--- config.mk ---
export PLATFORM = sky130hd
export DESIGN_NAME = host_serial_command_port
export DESIGN_NICKNAME = d
export VERILOG_FILES = /design/src/core/serial_pkg.sv /design/src/core/serial_uart.sv /design/src/core/host_serial_command_port.sv
export SDC_FILE = /design/constraint.sdc
export NUM_CORES = 1
export LEC_CHECK = 0
export ABC_CLOCK_PERIOD_IN_PS = 5130
export BUFFER_PORTS_ARGS = -buffer_cell sky130_fd_sc_hd__buf_2
export CORE_MARGIN = 2
export CORE_UTILIZATION = 59
export CTS_CLUSTER_DIAMETER = 150
export DETAILED_ROUTE_END_ITERATION = 8
export GPL_TIMING_DRIVEN = 0
export PLACE_DENSITY = 0.75
export RECOVER_POWER = 100
export SLEW_MARGIN = 0
export SYNTH_ARGS = -nofsm -noshare
export SYNTH_HDL_FRONTEND = slang
export SYNTH_SLANG_ARGS = --single-unit
--- constraint.sdc ---
create_clock -name REF_CLK -period 5.13 [get_ports REF_CLK]
set_input_delay 0.7695 -clock REF_CLK [delete_from_list [all_inputs] [get_ports REF_CLK]]
set_output_delay 0.7695 -clock REF_CLK [all_outputs]
set_load 0.01 [all_outputs]
--- src/core/serial_pkg.sv ---
/*
 * Shared constants for the host serial command port: timing, character
 * codes, command opcodes, bit rate table, register map and state codes.
 * Assumes a single 50 MHz clock feeding every block that uses it.
 */
package serial_pkg;
	// Clock and timing
	localparam int unsigned CLK_HZ = 50_000_000;
	localparam int unsigned MS_CYC = CLK_HZ / 1000;
	localparam int unsigned GAP_MS = 200;
	localparam int unsigned GAP_CYC = MS_CYC * GAP_MS;
	localparam int unsigned PU_WAIT_MS = 2000;
	localparam int unsigned PU_WAIT_CYC = MS_CYC * PU_WAIT_MS;
	// Character framing
	localparam int unsigned DATA_BITS = 8;
	localparam logic [3:0] TX_SHIFTS = 4'h9;
	localparam logic [3:0] RX_START = 4'h9;
	// Character codes
	localparam logic [7:0] CH_CR = 8'h0d;
	localparam logic [7:0] CH_ACK = 8'h25;
	localparam logic [7:0] CH_NAK = 8'h3f;
	localparam logic [7:0] CH_NUL = 8'h00;
	localparam logic [7:0] CH_PU = 8'hff;
	localparam logic [7:0] CH_0 = 8'h30;
	localparam logic [7:0] CH_9 = 8'h39;
	localparam logic [7:0] CH_A = 8'h41;
	localparam logic [7:0] CH_Z = 8'h5a;
	localparam logic [7:0] ERR_PARSE = 8'h31;
	localparam logic [7:0] ERR_TIMEOUT = 8'h32;
	localparam logic [7:0] ERR_FRAME = 8'h33;
	// Opcodes handled inside the port (two ASCII letters) and value limits
	localparam logic [15:0] OP_BIT_RATE = 16'h4252;
	localparam logic [15:0] OP_PU_BIT_RATE = 16'h5042;
	localparam logic [15:0] OP_RESP_DELAY = 16'h5444;
	localparam logic [15:0] OP_PROTOCOL = 16'h5052;
	localparam logic [15:0] DELAY_MAX = 16'h7fff;
	localparam logic [15:0] VAL_MAX = 16'hffff;
	// Bit rate codes
	localparam logic [2:0] RATE_9600 = 3'h1;
	localparam logic [2:0] RATE_MAX = 3'h5;
	// Register map and fields
	localparam logic [7:0] REG_CTRL = 8'h00;
	localparam logic [7:0] REG_STAT = 8'h04;
	localparam logic [7:0] REG_DELAY = 8'h08;
	localparam logic [7:0] REG_LAST = 8'h0c;
	localparam int unsigned CTRL_ACK = 0;
	localparam int unsigned CTRL_ERR = 1;
	localparam logic [1:0] PROTO_RESET = 2'h0;

	// Divisor per bit rate code; unknown codes fall back to 9600
	function automatic logic [15:0] rate_div(input logic [2:0] code, input int unsigned clk_hz);
		case (code)
			3'h2: return 16'(clk_hz / 19200);
			3'h3: return 16'(clk_hz / 38400);
			3'h4: return 16'(clk_hz / 57600);
			3'h5: return 16'(clk_hz / 115200);
			default: return 16'(clk_hz / 9600);
		endcase
	endfunction

	typedef enum logic [2:0] {
		ST_PU_SEND = 3'b000,
		ST_PU_WAIT = 3'b001,
		ST_LISTEN = 3'b011,
		ST_DELAY = 3'b010,
		ST_REPLY = 3'b110
	} state_t;
endpackage

--- src/core/serial_uart.sv ---
/*
 * Character transmitter and receiver: 1 start, 8 data, no parity, 1 stop.
 * Assumes rxd is already synchronised to clk and div is stable per char.
 */
`timescale 1ns/1ps
module serial_tx (
	// Clock and reset
	input wire logic clk,
	input wire logic nrst,
	// Character in
	input wire logic [15:0] div,
	input wire logic go,
	input wire logic [7:0] data,
	output logic ready,
	// Line
	output logic txd,
	output logic txen
);
	logic [8:0] sh_q, sh_d;
	logic [3:0] n_q, n_d;
	logic [15:0] c_q, c_d;
	logic busy_q, busy_d;
	logic txd_q, txd_d;

	// Shift start, data LSB first, then stop; stop bit ends the frame
	always_comb begin
		sh_d = sh_q;
		n_d = n_q;
		c_d = c_q;
		busy_d = busy_q;
		txd_d = txd_q;
		if (!busy_q) begin
			if (go) begin
				busy_d = 1'b1;
				txd_d = 1'b0;
				sh_d = {1'b1, data};
				n_d = serial_pkg::TX_SHIFTS;
				c_d = div - 16'h0001;
			end
		end else if (c_q != 16'h0000) begin
			c_d = c_q - 16'h0001;
		end else if (n_q == 4'h0) begin
			busy_d = 1'b0;
		end else begin
			txd_d = sh_q[0];
			sh_d = {1'b1, sh_q[8:1]};
			n_d = n_q - 4'h1;
			c_d = div - 16'h0001;
		end
	end

	always_ff @(posedge clk or negedge nrst) begin
		if (!nrst) begin
			sh_q <= 9'h1ff;
			n_q <= 4'h0;
			c_q <= 16'h0000;
			busy_q <= 1'b0;
			txd_q <= 1'b1;
		end else begin
			sh_q <= sh_d;
			n_q <= n_d;
			c_q <= c_d;
			busy_q <= busy_d;
			txd_q <= txd_d;
		end
	end

	assign ready = !busy_q;
	assign txd = txd_q;
	assign txen = busy_q;
endmodule

module serial_rx (
	// Clock and reset
	input wire logic clk,
	input wire logic nrst,
	// Line, synchronised
	input wire logic [15:0] div,
	input wire logic rxd,
	// Character out, one-cycle strobe
	output logic stb,
	output logic [7:0] data,
	output logic ferr
);
	logic [7:0] sh_q, sh_d;
	logic [3:0] n_q, n_d;
	logic [15:0] c_q, c_d;
	logic busy_q, busy_d, stb_q, stb_d, ferr_q, ferr_d;

	// Sample mid-bit; a start bit that is high again at mid-bit is noise
	always_comb begin
		sh_d = sh_q;
		n_d = n_q;
		c_d = c_q;
		busy_d = busy_q;
		stb_d = 1'b0;
		ferr_d = ferr_q;
		if (!busy_q) begin
			if (!rxd) begin
				busy_d = 1'b1;
				c_d = div >> 1;
				n_d = serial_pkg::RX_START;
			end
		end else if (c_q != 16'h0000) begin
			c_d = c_q - 16'h0001;
		end else begin
			c_d = div - 16'h0001;
			if (n_q == serial_pkg::RX_START) begin
				if (rxd)
					busy_d = 1'b0;
				else
					n_d = n_q - 4'h1;
			end else if (n_q != 4'h0) begin
				sh_d = {rxd, sh_q[7:1]};
				n_d = n_q - 4'h1;
			end else begin
				stb_d = 1'b1;
				ferr_d = !rxd;
				busy_d = 1'b0;
			end
		end
	end

	always_ff @(posedge clk or negedge nrst) begin
		if (!nrst) begin
			sh_q <= 8'h00;
			n_q <= 4'h0;
			c_q <= 16'h0000;
			busy_q <= 1'b0;
			stb_q <= 1'b0;
			ferr_q <= 1'b0;
		end else begin
			sh_q <= sh_d;
			n_q <= n_d;
			c_q <= c_d;
			busy_q <= busy_d;
			stb_q <= stb_d;
			ferr_q <= ferr_d;
		end
	end

	assign stb = stb_q;
	assign data = sh_q;
	assign ferr = ferr_q;
endmodule

--- src/core/host_serial_command_port.sv ---
/*
 * Host serial command port: power-up announcement, command packet parsing,
 * execution strobe and response packets, with an AHB-Lite register slave.
 * Assumes REF_CLK at 50 MHz, RXD from a pin, and an external executor
 * that consumes EXEC_STB for commands not handled here.
 */
`timescale 1ns/1ps
module host_serial_command_port #(
	parameter int unsigned GAP_CYC = serial_pkg::GAP_CYC,
	parameter int unsigned PU_WAIT_CYC = serial_pkg::PU_WAIT_CYC,
	parameter int unsigned MS_CYC = serial_pkg::MS_CYC,
	parameter int unsigned CLK_HZ = serial_pkg::CLK_HZ,
	parameter logic [7:0] FW_VERSION = 8'h11, // Arbitrary value
	parameter logic [7:0] MODEL_NO = 8'h22 // Arbitrary value
) (
	// Clock and reset
	input wire logic REF_CLK,
	input wire logic NRST,
	// Serial link
	input wire logic RXD,
	output logic TXD,
	output logic TXEN,
	// Command execution
	output logic EXEC_STB,
	output logic [15:0] EXEC_OP,
	output logic [15:0] EXEC_VAL,
	// AHB-Lite slave
	input wire logic HSEL,
	input wire logic [31:0] HADDR,
	input wire logic [1:0] HTRANS,
	input wire logic HWRITE,
	input wire logic [2:0] HSIZE,
	input wire logic [31:0] HWDATA,
	input wire logic HREADY,
	output logic [31:0] HRDATA,
	output logic HREADYOUT,
	output logic HRESP
);
	generate
		if (GAP_CYC < 1 || PU_WAIT_CYC < 1 || MS_CYC < 1 || MS_CYC > 65535 ||
				CLK_HZ / 115200 < 4 || CLK_HZ / 9600 > 65535)
			$error("host_serial_command_port: bad timing parameter");
	endgenerate

	serial_pkg::state_t st_q, st_d;
	logic rx_meta_q, rx_sync_q;
	logic [2:0] rate_q, rate_d, saved_q, saved_d;
	logic [1:0] proto_q, proto_d;
	logic [15:0] delay_q, delay_d, ms_left_q, ms_left_d, ms_pre_q, ms_pre_d;
	logic [31:0] timer_q, timer_d;
	logic forced_q, forced_d, pu_done_q, pu_done_d, zero_q, zero_d;
	logic pkt_q, pkt_d, bad_q, bad_d, ferr_q, ferr_d;
	logic [1:0] cnt_q, cnt_d, rep_len_q, rep_len_d, rep_idx_q, rep_idx_d;
	logic [15:0] op_q, op_d, val_q, val_d;
	logic [7:0] rep_q [0:2];
	logic [7:0] rep_d [0:2];
	logic exec_q, exec_d;
	logic [15:0] eop_q, eop_d, eval_q, eval_d;
	logic fin_good, fin_bad, tx_go;
	logic [7:0] tx_byte;
	logic [19:0] acc;
	logic [15:0] div;
	logic tx_ready, rx_stb, rx_ferr;
	logic [7:0] rx_byte;
	// Bus
	logic dp_wr_q, ready_q;
	logic [7:0] dp_addr_q;
	logic [31:0] rdata_q, rdata_d;
	logic addr_ok;

	// Divisor follows the live rate; it only changes between characters
	assign div = serial_pkg::rate_div(rate_q, CLK_HZ);

	// Pin synchroniser
	always_ff @(posedge REF_CLK or negedge NRST) begin
		if (!NRST) begin
			rx_meta_q <= 1'b1;
			rx_sync_q <= 1'b1;
		end else begin
			rx_meta_q <= RXD;
			rx_sync_q <= rx_meta_q;
		end
	end

	serial_rx u_rx (
		.clk(REF_CLK),
		.nrst(NRST),
		.div(div),
		.rxd(rx_sync_q),
		.stb(rx_stb),
		.data(rx_byte),
		.ferr(rx_ferr)
	);

	serial_tx u_tx (
		.clk(REF_CLK),
		.nrst(NRST),
		.div(div),
		.go(tx_go),
		.data(tx_byte),
		.ready(tx_ready),
		.txd(TXD),
		.txen(TXEN)
	);

	// Sequencer, parser and register writes
	always_comb begin
		st_d = st_q;
		rate_d = rate_q;
		saved_d = saved_q;
		proto_d = proto_q;
		delay_d = delay_q;
		ms_left_d = ms_left_q;
		ms_pre_d = ms_pre_q;
		timer_d = timer_q;
		forced_d = forced_q;
		pu_done_d = pu_done_q;
		zero_d = zero_q;
		pkt_d = pkt_q;
		bad_d = bad_q;
		ferr_d = ferr_q;
		cnt_d = cnt_q;
		op_d = op_q;
		val_d = val_q;
		rep_d = rep_q;
		rep_len_d = rep_len_q;
		rep_idx_d = rep_idx_q;
		exec_d = 1'b0;
		eop_d = eop_q;
		eval_d = eval_q;
		fin_good = 1'b0;
		fin_bad = 1'b0;
		tx_go = 1'b0;
		tx_byte = rep_q[rep_idx_q];
		acc = 20'(val_q) * 20'd10 + 20'(rx_byte - serial_pkg::CH_0);
		// Bus writes land first so a same-cycle command takes precedence
		if (dp_wr_q && dp_addr_q == serial_pkg::REG_CTRL)
			proto_d = HWDATA[1:0];
		if (dp_wr_q && dp_addr_q == serial_pkg::REG_DELAY)
			delay_d = (HWDATA[15:0] > serial_pkg::DELAY_MAX) ? serial_pkg::DELAY_MAX : HWDATA[15:0];
		unique case (st_q)
			serial_pkg::ST_PU_SEND, serial_pkg::ST_REPLY: begin
				// Next byte loads as soon as the previous stop bit ends
				if (rep_idx_q != rep_len_q) begin
					if (tx_ready) begin
						tx_go = 1'b1;
						rep_idx_d = rep_idx_q + 2'h1;
					end
				end else if (tx_ready) begin
					rep_idx_d = 2'h0;
					if (st_q == serial_pkg::ST_PU_SEND) begin
						st_d = serial_pkg::ST_PU_WAIT;
						timer_d = PU_WAIT_CYC;
					end else begin
						st_d = serial_pkg::ST_LISTEN;
					end
				end
			end
			serial_pkg::ST_PU_WAIT: begin
				// Two zero characters keep 9600; silence switches to the saved rate
				if (rx_stb && rx_byte == serial_pkg::CH_NUL) begin
					zero_d = 1'b1;
					if (zero_q) begin
						forced_d = 1'b1;
						pu_done_d = 1'b1;
						st_d = serial_pkg::ST_LISTEN;
					end
				end else if (rx_stb) begin
					zero_d = 1'b0;
				end else if (timer_q == 32'h0) begin
					rate_d = saved_q;
					pu_done_d = 1'b1;
					st_d = serial_pkg::ST_LISTEN;
				end else begin
					timer_d = timer_q - 32'h1;
				end
			end
			serial_pkg::ST_LISTEN: begin
				if (rx_stb) begin
					timer_d = GAP_CYC;
					if (rx_ferr)
						ferr_d = 1'b1;
					if (rx_byte == serial_pkg::CH_CR) begin
						if (pkt_q) begin
							fin_good = !bad_q && !rx_ferr && !ferr_q && cnt_q == 2'h2;
							fin_bad = !fin_good;
						end
					end else begin
						pkt_d = 1'b1;
						if (cnt_q != 2'h2) begin
							if (rx_byte >= serial_pkg::CH_A && rx_byte <= serial_pkg::CH_Z) begin
								op_d = {op_q[7:0], rx_byte};
								cnt_d = cnt_q + 2'h1;
							end else begin
								bad_d = 1'b1;
							end
						end else if (rx_byte >= serial_pkg::CH_0 && rx_byte <= serial_pkg::CH_9) begin
							val_d = (acc > 20'(serial_pkg::VAL_MAX)) ? serial_pkg::VAL_MAX : acc[15:0];
						end else begin
							bad_d = 1'b1;
						end
					end
				end else if (pkt_q) begin
					if (timer_q == 32'h0) begin
						pkt_d = 1'b0;
						cnt_d = 2'h0;
						bad_d = 1'b0;
						ferr_d = 1'b0;
						op_d = 16'h0000;
						val_d = 16'h0000;
						if (proto_q[serial_pkg::CTRL_ERR]) begin
							rep_d[0] = serial_pkg::CH_NAK;
							rep_d[1] = serial_pkg::ERR_TIMEOUT;
							rep_d[2] = serial_pkg::CH_CR;
							rep_len_d = 2'h3;
							st_d = serial_pkg::ST_DELAY;
							ms_left_d = delay_q;
							ms_pre_d = 16'h0000;
						end
					end else begin
						timer_d = timer_q - 32'h1;
					end
				end
				// Bit rate and delay commands are range checked before they count as understood; the protocol command is not
				if (fin_good) begin
					if (op_q == serial_pkg::OP_BIT_RATE || op_q == serial_pkg::OP_PU_BIT_RATE) begin
						if (val_q == 16'h0 || val_q > 16'(serial_pkg::RATE_MAX))
							fin_good = 1'b0;
						else
							saved_d = val_q[2:0];
					end else if (op_q == serial_pkg::OP_RESP_DELAY) begin
						if (val_q > serial_pkg::DELAY_MAX)
							fin_good = 1'b0;
						else
							delay_d = val_q;
					end else if (op_q == serial_pkg::OP_PROTOCOL) begin
						proto_d = val_q[1:0];
					end
					fin_bad = !fin_good;
				end
				if (fin_good) begin
					exec_d = 1'b1;
					eop_d = op_q;
					eval_d = val_q;
				end
				if (fin_good || fin_bad) begin
					pkt_d = 1'b0;
					cnt_d = 2'h0;
					bad_d = 1'b0;
					ferr_d = 1'b0;
					op_d = 16'h0000;
					val_d = 16'h0000;
					rep_len_d = 2'h0;
					if (fin_good && proto_q[serial_pkg::CTRL_ACK]) begin
						rep_d[0] = serial_pkg::CH_ACK;
						rep_d[1] = serial_pkg::CH_CR;
						rep_len_d = 2'h2;
					end else if (fin_bad && proto_q[serial_pkg::CTRL_ERR]) begin
						rep_d[0] = serial_pkg::CH_NAK;
						rep_d[1] = (ferr_q || rx_ferr) ? serial_pkg::ERR_FRAME : serial_pkg::ERR_PARSE;
						rep_d[2] = serial_pkg::CH_CR;
						rep_len_d = 2'h3;
					end else if (fin_bad && proto_q[serial_pkg::CTRL_ACK]) begin
						rep_d[0] = serial_pkg::CH_NAK;
						rep_d[1] = serial_pkg::CH_CR;
						rep_len_d = 2'h2;
					end
					if (rep_len_d != 2'h0) begin
						st_d = serial_pkg::ST_DELAY;
						ms_left_d = delay_q;
						ms_pre_d = 16'h0000;
					end
				end
			end
			serial_pkg::ST_DELAY: begin
				// Millisecond prescaler keeps the delay counter narrow
				if (ms_left_q == 16'h0000) begin
					st_d = serial_pkg::ST_REPLY;
				end else if (ms_pre_q == 16'(MS_CYC - 1)) begin
					ms_pre_d = 16'h0000;
					ms_left_d = ms_left_q - 16'h0001;
				end else begin
					ms_pre_d = ms_pre_q + 16'h0001;
				end
			end
			default: st_d = serial_pkg::ST_LISTEN;
		endcase
	end

	always_ff @(posedge REF_CLK or negedge NRST) begin
		if (!NRST) begin
			st_q <= serial_pkg::ST_PU_SEND;
			rate_q <= serial_pkg::RATE_9600;
			saved_q <= serial_pkg::RATE_9600;
			proto_q <= serial_pkg::PROTO_RESET;
			delay_q <= 16'h0000;
			ms_left_q <= 16'h0000;
			ms_pre_q <= 16'h0000;
			timer_q <= 32'h0;
			forced_q <= 1'b0;
			pu_done_q <= 1'b0;
			zero_q <= 1'b0;
			pkt_q <= 1'b0;
			bad_q <= 1'b0;
			ferr_q <= 1'b0;
			cnt_q <= 2'h0;
			op_q <= 16'h0000;
			val_q <= 16'h0000;
			rep_q[0] <= serial_pkg::CH_PU;
			rep_q[1] <= FW_VERSION;
			rep_q[2] <= MODEL_NO;
			rep_len_q <= 2'h3;
			rep_idx_q <= 2'h0;
			exec_q <= 1'b0;
			eop_q <= 16'h0000;
			eval_q <= 16'h0000;
		end else begin
			st_q <= st_d;
			rate_q <= rate_d;
			saved_q <= saved_d;
			proto_q <= proto_d;
			delay_q <= delay_d;
			ms_left_q <= ms_left_d;
			ms_pre_q <= ms_pre_d;
			timer_q <= timer_d;
			forced_q <= forced_d;
			pu_done_q <= pu_done_d;
			zero_q <= zero_d;
			pkt_q <= pkt_d;
			bad_q <= bad_d;
			ferr_q <= ferr_d;
			cnt_q <= cnt_d;
			op_q <= op_d;
			val_q <= val_d;
			rep_q <= rep_d;
			rep_len_q <= rep_len_d;
			rep_idx_q <= rep_idx_d;
			exec_q <= exec_d;
			eop_q <= eop_d;
			eval_q <= eval_d;
		end
	end

	assign EXEC_STB = exec_q;
	assign EXEC_OP = eop_q;
	assign EXEC_VAL = eval_q;

	// Zero-wait slave: read data is chosen in the address phase
	assign addr_ok = HSEL && HTRANS[1] && HREADY;
	always_comb begin
		rdata_d = 32'h0;
		if (addr_ok && !HWRITE) begin
			unique case (HADDR[7:0])
				serial_pkg::REG_CTRL: rdata_d = {30'h0, proto_q};
				serial_pkg::REG_STAT: rdata_d = {21'h0, saved_q, 1'b0, rate_q, 1'b0, pkt_q, forced_q, pu_done_q};
				serial_pkg::REG_DELAY: rdata_d = {16'h0, delay_q};
				serial_pkg::REG_LAST: rdata_d = {eop_q, eval_q};
				default: rdata_d = 32'h0;
			endcase
		end
	end

	always_ff @(posedge REF_CLK or negedge NRST) begin
		if (!NRST) begin
			dp_wr_q <= 1'b0;
			dp_addr_q <= 8'h00;
			rdata_q <= 32'h0;
			ready_q <= 1'b0;
		end else begin
			dp_wr_q <= addr_ok && HWRITE;
			dp_addr_q <= HADDR[7:0];
			rdata_q <= rdata_d;
			ready_q <= 1'b1;
		end
	end

	assign HRDATA = rdata_q;
	assign HREADYOUT = ready_q;
	assign HRESP = 1'b0; // Always OKAY
endmodule

* Word-level counts from Yosys, hierarchy flattened
Index checks and enable logic that the tools add are counted.
** Word-level totals
- Input port bits :: 75
- Flip-flop bits (word level) :: 298
- Word-level logic and storage cells :: 382
- Output and inout port bits :: 69
** Operators by class
- Reduce and logical (&&, ||, !) cells :: 71
- Bitwise operators :: 8
- Multiplexer cells :: 187
- $mul :: 1
- Eq/ne operators :: 52
- Add/sub/neg operators :: 12
- $lt $le $gt $ge :: 9
** Operators with widths (number)
- $mux W16 :: 46
- $mux W32 :: 9
- $pmux W32 S4 :: 1
- $mux W24 :: 5
- $pmux W32 S3 :: 1
- $eq A16 B15 Y1 const B :: 4
- $pmux W16 S2 :: 2
- $mux W1 :: 61
- $mux W2 :: 28
- $pmux W13 S4 :: 1
- $sub A16 B1 Y16 const B :: 3
- $mux W4 :: 10
- $mux W3 :: 13
- $mux W9 :: 4
- $ne A3 B3 Y1 const B :: 11
- $eq A8 B4 Y1 const B :: 4
- $gt A16 B15 Y1 const B :: 2
- $logic_not A16 Y1 :: 2
- $logic_not A32 Y1 :: 1
- $mux W8 :: 4
- $reduce_bool A16 Y1 :: 2
- $sub A32 B1 Y32 const B :: 1
- $ne A2 B2 Y1 const B :: 15
- $reduce_and A4 Y1 :: 7
- 44 further kinds :: 103

* Depth between registers and ports, before layout
- Word-level depth :: 23
- Gate-level depth with buffers :: 21
- Gate-level depth less buffers :: 20

* Modules after synthesis
Synthesis repeated with hierarchy kept, for this count alone.
** Second synthesis, totals
- Cell total of the unflattened synthesis :: 1902
- Area total of the unflattened synthesis :: 17053.9 um^2
** Modules (own cells, without submodules)
- host_serial_command_port :: area each 12959.9 um^2, sequential area each 5928.2 um^2, times used 1, cells an instance 1443
- serial_rx :: area each 2145.8 um^2, sequential area each 775.7 um^2, times used 1, cells an instance 239
- serial_tx :: area each 1948.1 um^2, sequential area each 762.0 um^2, times used 1, cells an instance 220

* Least setup slack after synthesis
No wires, ideal clock.
- Path type :: reg-to-reg
- Start :: register val_q[1]
- End :: register val_q[5]
- Path slack :: 0.557 ns
- Period minus slack after synthesis :: 4.573 ns
- Library setup time :: 0.124 ns
- Path buffers :: 1
- Arrival time :: 4.449 ns
- Required time :: 5.006 ns
- Cell stages (with the launch flop) :: 21
- Cell sequence :: dfrtp_1 > ha_1 > ha_1 > inv_1 > fa_1 > nor2b_1 > o21ai_0 > a21boi_0 > nor2b_1 > o311ai_0 > xor2_1 > ha_1 > a21oi_1 > nand2_1 > a41oi_1 > o211ai_1 > a221oi_1 > xnor2_1 > a31oi_1 > clkbuf_1 > a211o_1
** Between the ends
- Longest elaborated chain between the ends :: 12
- Elaborated cells between the ends (all ways) :: 31
- Those cells by class :: add/sub (1); mul (1); order compare (3); eq/ne (3); mux (16); reduce/logical (7)
** Ends and longest elaborated chain
- from (decl) :: line host_serial_command_port.sv:54 : logic [15:0] op_q, op_d, val_q, val_d;
- from (signal assigned) :: line host_serial_command_port.sv:334 : val_q <= val_d;
- branches (longest 12 deep; another with $add A20 B20 Y20)
Parallel ways; which one is timed is not known. The select of a mux whose other input is x is not followed.
A chain may end at the register's enable or synchronous reset.

* Worst setup path in the final report
- Start :: register val_q[3]
- End :: register val_q[5]
Same word-level chain as after synthesis.

==> results.json <==
{
  "holdWs_ns": 0.352,
  "fin_skew_ns": 0.0177,
  "cts_tree": "yes",
  "vias": 14400,
  "ant_nets": 0,
  "clock_latency_ns": 0.52,
  "yosys.cell_types.count": 86,
  "relSlewSlack_pct": -53.6,
  "violations": "max-capacitance violations, max-slew violations",
  "path_class": "reg2reg",
  "grt_antenna_before_repair": 0,
  "hpwl_um": 31500,
  "clock.fmax_ghz": 0.203,
  "reg2reg_from": "val_q[3]",
  "num_rows": 61,
  "crit_slowest_cell": "a2111oi_0",
  "drt_first_pass_iters": 5,
  "fin_crit_ns": 4.92,
  "peakVddDrop_v": 0.000247,
  "start_util_pct": 59.5,
  "stdcell_count": 2359,
  "async_flop_share_pct": 100,
  "multi_input_area_sq_um": 8370,
  "num_antenna_cells": 0,
  "rsz0062_at_grt": "false",
  "ys_warn_count": 0,
  "design_area_sq_um": 18600,
  "dp_cells": 2296,
  "die_w_um": 171,
  "drive_above_1_share_pct": 7.87,
  "synthToLayoutAreaGrowth_pct": 12.8,
  "crit_start": "val_q[3]",
  "wirelength_um": 43300,
  "portBuffers": 98,
  "outcome": "finished, violations left",
  "yosysSeqAreaShare_pct": 45.4,
  "synthCells": 1818,
  "grt_pass1_vias": 13700,
  "fin_crit_sh_pct": 95.8,
  "reg2reg_slack_ns": 0.21,
  "synth_nets": 1962,
  "critPathMaxFanout": 10,
  "end_kind": "register",
  "ios": 144,
  "fin_util_pct": 67.2,
  "power_mw": 5.07,
  "cp_common_cell": "ha_1",
  "crit_required_ns": 5.52,
  "wl_per_cell_um": 18.3,
  "n_fill_cell": 2288,
  "pwr_density_cell_nw_per_um2": 273,
  "grt_max_degree": 107,
  "cts_buffers": 35,
  "crit_buf_inv": 2,
  "clk_pin_slew_ns": 0.05,
  "worstHoldStart": "RXD",
  "hold_class": "in2reg",
  "ff_latch_area_sq_um": 7470,
  "drt_iter0_markers": 1259,
  "gp_congestion": 0.904,
  "start_kind": "register",
  "core_sq_um": 27600,
  "dieArea_sq_um": 29200,
  "critPathArrivalTime_ns": 5.31,
  "synth_seq_cells": 297,
  "crit_family": "compound AO/OA/AOI/OAI gates",
  "slew_violations": 101,
  "grt_pass1_wl_um": 69900,
  "die_h_um": 171,
  "dpl_cell_area_sq_um": 17500,
  "ys.flop_type": "dfrtp_1",
  "vias_per_cell": 6.10,
  "p_leak_nw": 8.23,
  "crit_chain": "ha_1 -> ha_1 -> inv_1 -> fa_1 -> nor2b_1 -> o21ai_0 -> a21boi_2 -> o21a_1 -> nor2_1 -> xnor2_1 -> ha_1 -> o21ai_0 -> nor2_1 -> o41a_1 -> a2111oi_0 -> nor3b_1 -> a31oi_1 -> a31oi_2 -> buf_2 -> a211o_1",
  "final-setup-viol-count": 0,
  "cts_sinks": 297,
  "clockRootBuffer": "clkbuf_16",
  "final_nets": 2101,
  "finalHoldViolations": 0,
  "grt_usage_pct": 29.7,
  "grt_overflow": 0,
  "synth-edff-count": 0,
  "synth_area_sq_um": 16500,
  "max_stage_delay_ns": 0.49,
  "htree_levels": 2,
  "drc": 0,
  "holdBufCountCts": 0,
  "maxCapViolations": 2,
  "tightest_slew_ns": 2.30,
  "cts_buffer_depth": 3,
  "avgSynthCellArea_sq_um": 9.05
}
==> layer usage <==
layer  track usage, %  up-vias  part of all wire (%)
met3             4.86       86                   6.5
met1             42.0     6971                    46
li1                 -     6793                     -
met4             9.54        0                   2.6
met2             46.8      534                    45
met5                0        -                     0
==> sequential cells by signal (all words and copies together), names as in the netlist, 2 cells and up <==
signal / cells
HRDATA: 32
EXEC_OP: 16
val_q: 16
EXEC_VAL: 16
rep_q: 24
rep_len_q: 2
dp_addr_q: 8
u_tx.c_q: 16
proto_q: 2
rate_q: 3
delay_q: 16
u_rx.data: 8
u_tx.sh_q: 8
rep_idx_q: 2
u_rx.n_q: 4
op_q: 16
u_tx.n_q: 4
saved_q: 3
timer_q: 32
ms_pre_q: 16
u_rx.c_q: 16
st_q: 3
ms_left_q: 16
cnt_q: 2
==> report_power, final <==
part	total [mW]	internal, mW	switching [mW]
logic	0.0873	0.0194	0.0679
registers	2.35	2.35	0.00198
clock network	2.63	1.67	0.963
==> through the flow <==
| step | setup slack [ns] | setup TNS [ns] |
|---|---|---|
| 3_5_place_dp | -0.280 | -2.59 |
| 2_1_floorplan | 0.557 | 0 |
| 4_1_cts | 0.00600 | 0 |
| 3_3_place_gp | -2.10 | -569.10 |
| 6_report | 0.214 | 0 |
| 5_1_grt | 0.00111 | 0 |
==> synthesized netlist by cell type, types with 33 or more instances <==
| cell type | instances | area, sq um |
|---|---|---|
| inv_1 | 60 | 225 |
| nand2_1 | 234 | 878 |
| mux2i_1 | 36 | 360 |
| o21ai_0 | 184 | 921 |
| nor2_1 | 168 | 631 |
| nor3_1 | 57 | 285 |
| nand3_1 | 60 | 300 |
| xnor2_1 | 33 | 289 |
| clkbuf_1 | 71 | 267 |
| dfrtp_1 | 270 | 6760 |
| ha_1 | 67 | 838 |
| a21oi_1 | 99 | 495 |
==> cell usage in the layout (no fill, tap or decap), drive strengths merged, types with 24 or more instances in the layout <==
master	synthesis	final
dfrtp	270	270
nand2	234	234
clkbuf	72	206
o21ai	196	196
nor2	168	168
a21oi	99	99
ha	67	67
inv	60	61
nand3	60	60
nor3	57	57
mux2i	36	36
xnor2	33	33
buf	12	30
dfstp	27	27
and2	27	27
or3	26	26
nor2b	24	24
==> repair_timing <==
| item | CTS | global route |
|---|---|---|
| setup buffers | 0 | 2 |
| pin swaps | 0 | 2 |
| gates resized for setup | 3 | 8 |
| hold endpoints to repair | 0 | 0 |
| endpoints found under the setup margin | 10 | 16 |
==> cell families (layout without fill, tap and decap cells) <==
logic type,count (synthesis),count (layout),share of synthesized area [%]
fa+ha+maj,70,70,5.40
other cells,2,2,0.0456
buf+inv,147,310,3.48
compound gates,477,477,18.2
simple gates,718,718,21.2
mux,54,54,3.42
flops,297,297,45.4
xor+xnor,53,53,2.82
==> path summary, 6_finish.rpt <==
check                               endpoint  cells past startpoint
worst max-delay path                val_q[5]                     20
worst min-delay path               rx_meta_q                      1
worst max register to register      val_q[5]                     20
worst min register to register     rx_sync_q                      0
max in group asynchronous           val_q[1]                      3
min in group asynchronous       dp_addr_q[1]                      1
==> area by class of cell <==
type	count	share of cell area (%)
Timing Repair Buffer	102	2.40
Clock inverter	11	1.07
Sequential cell	297	40.2
Buffer	84	1.78
Multi-Input combinational cell	1374	45.1
Tap cell	378	2.55
Inverter	63	1.27
Clock buffer	50	5.62
Power figures use the tool's default switching activity.
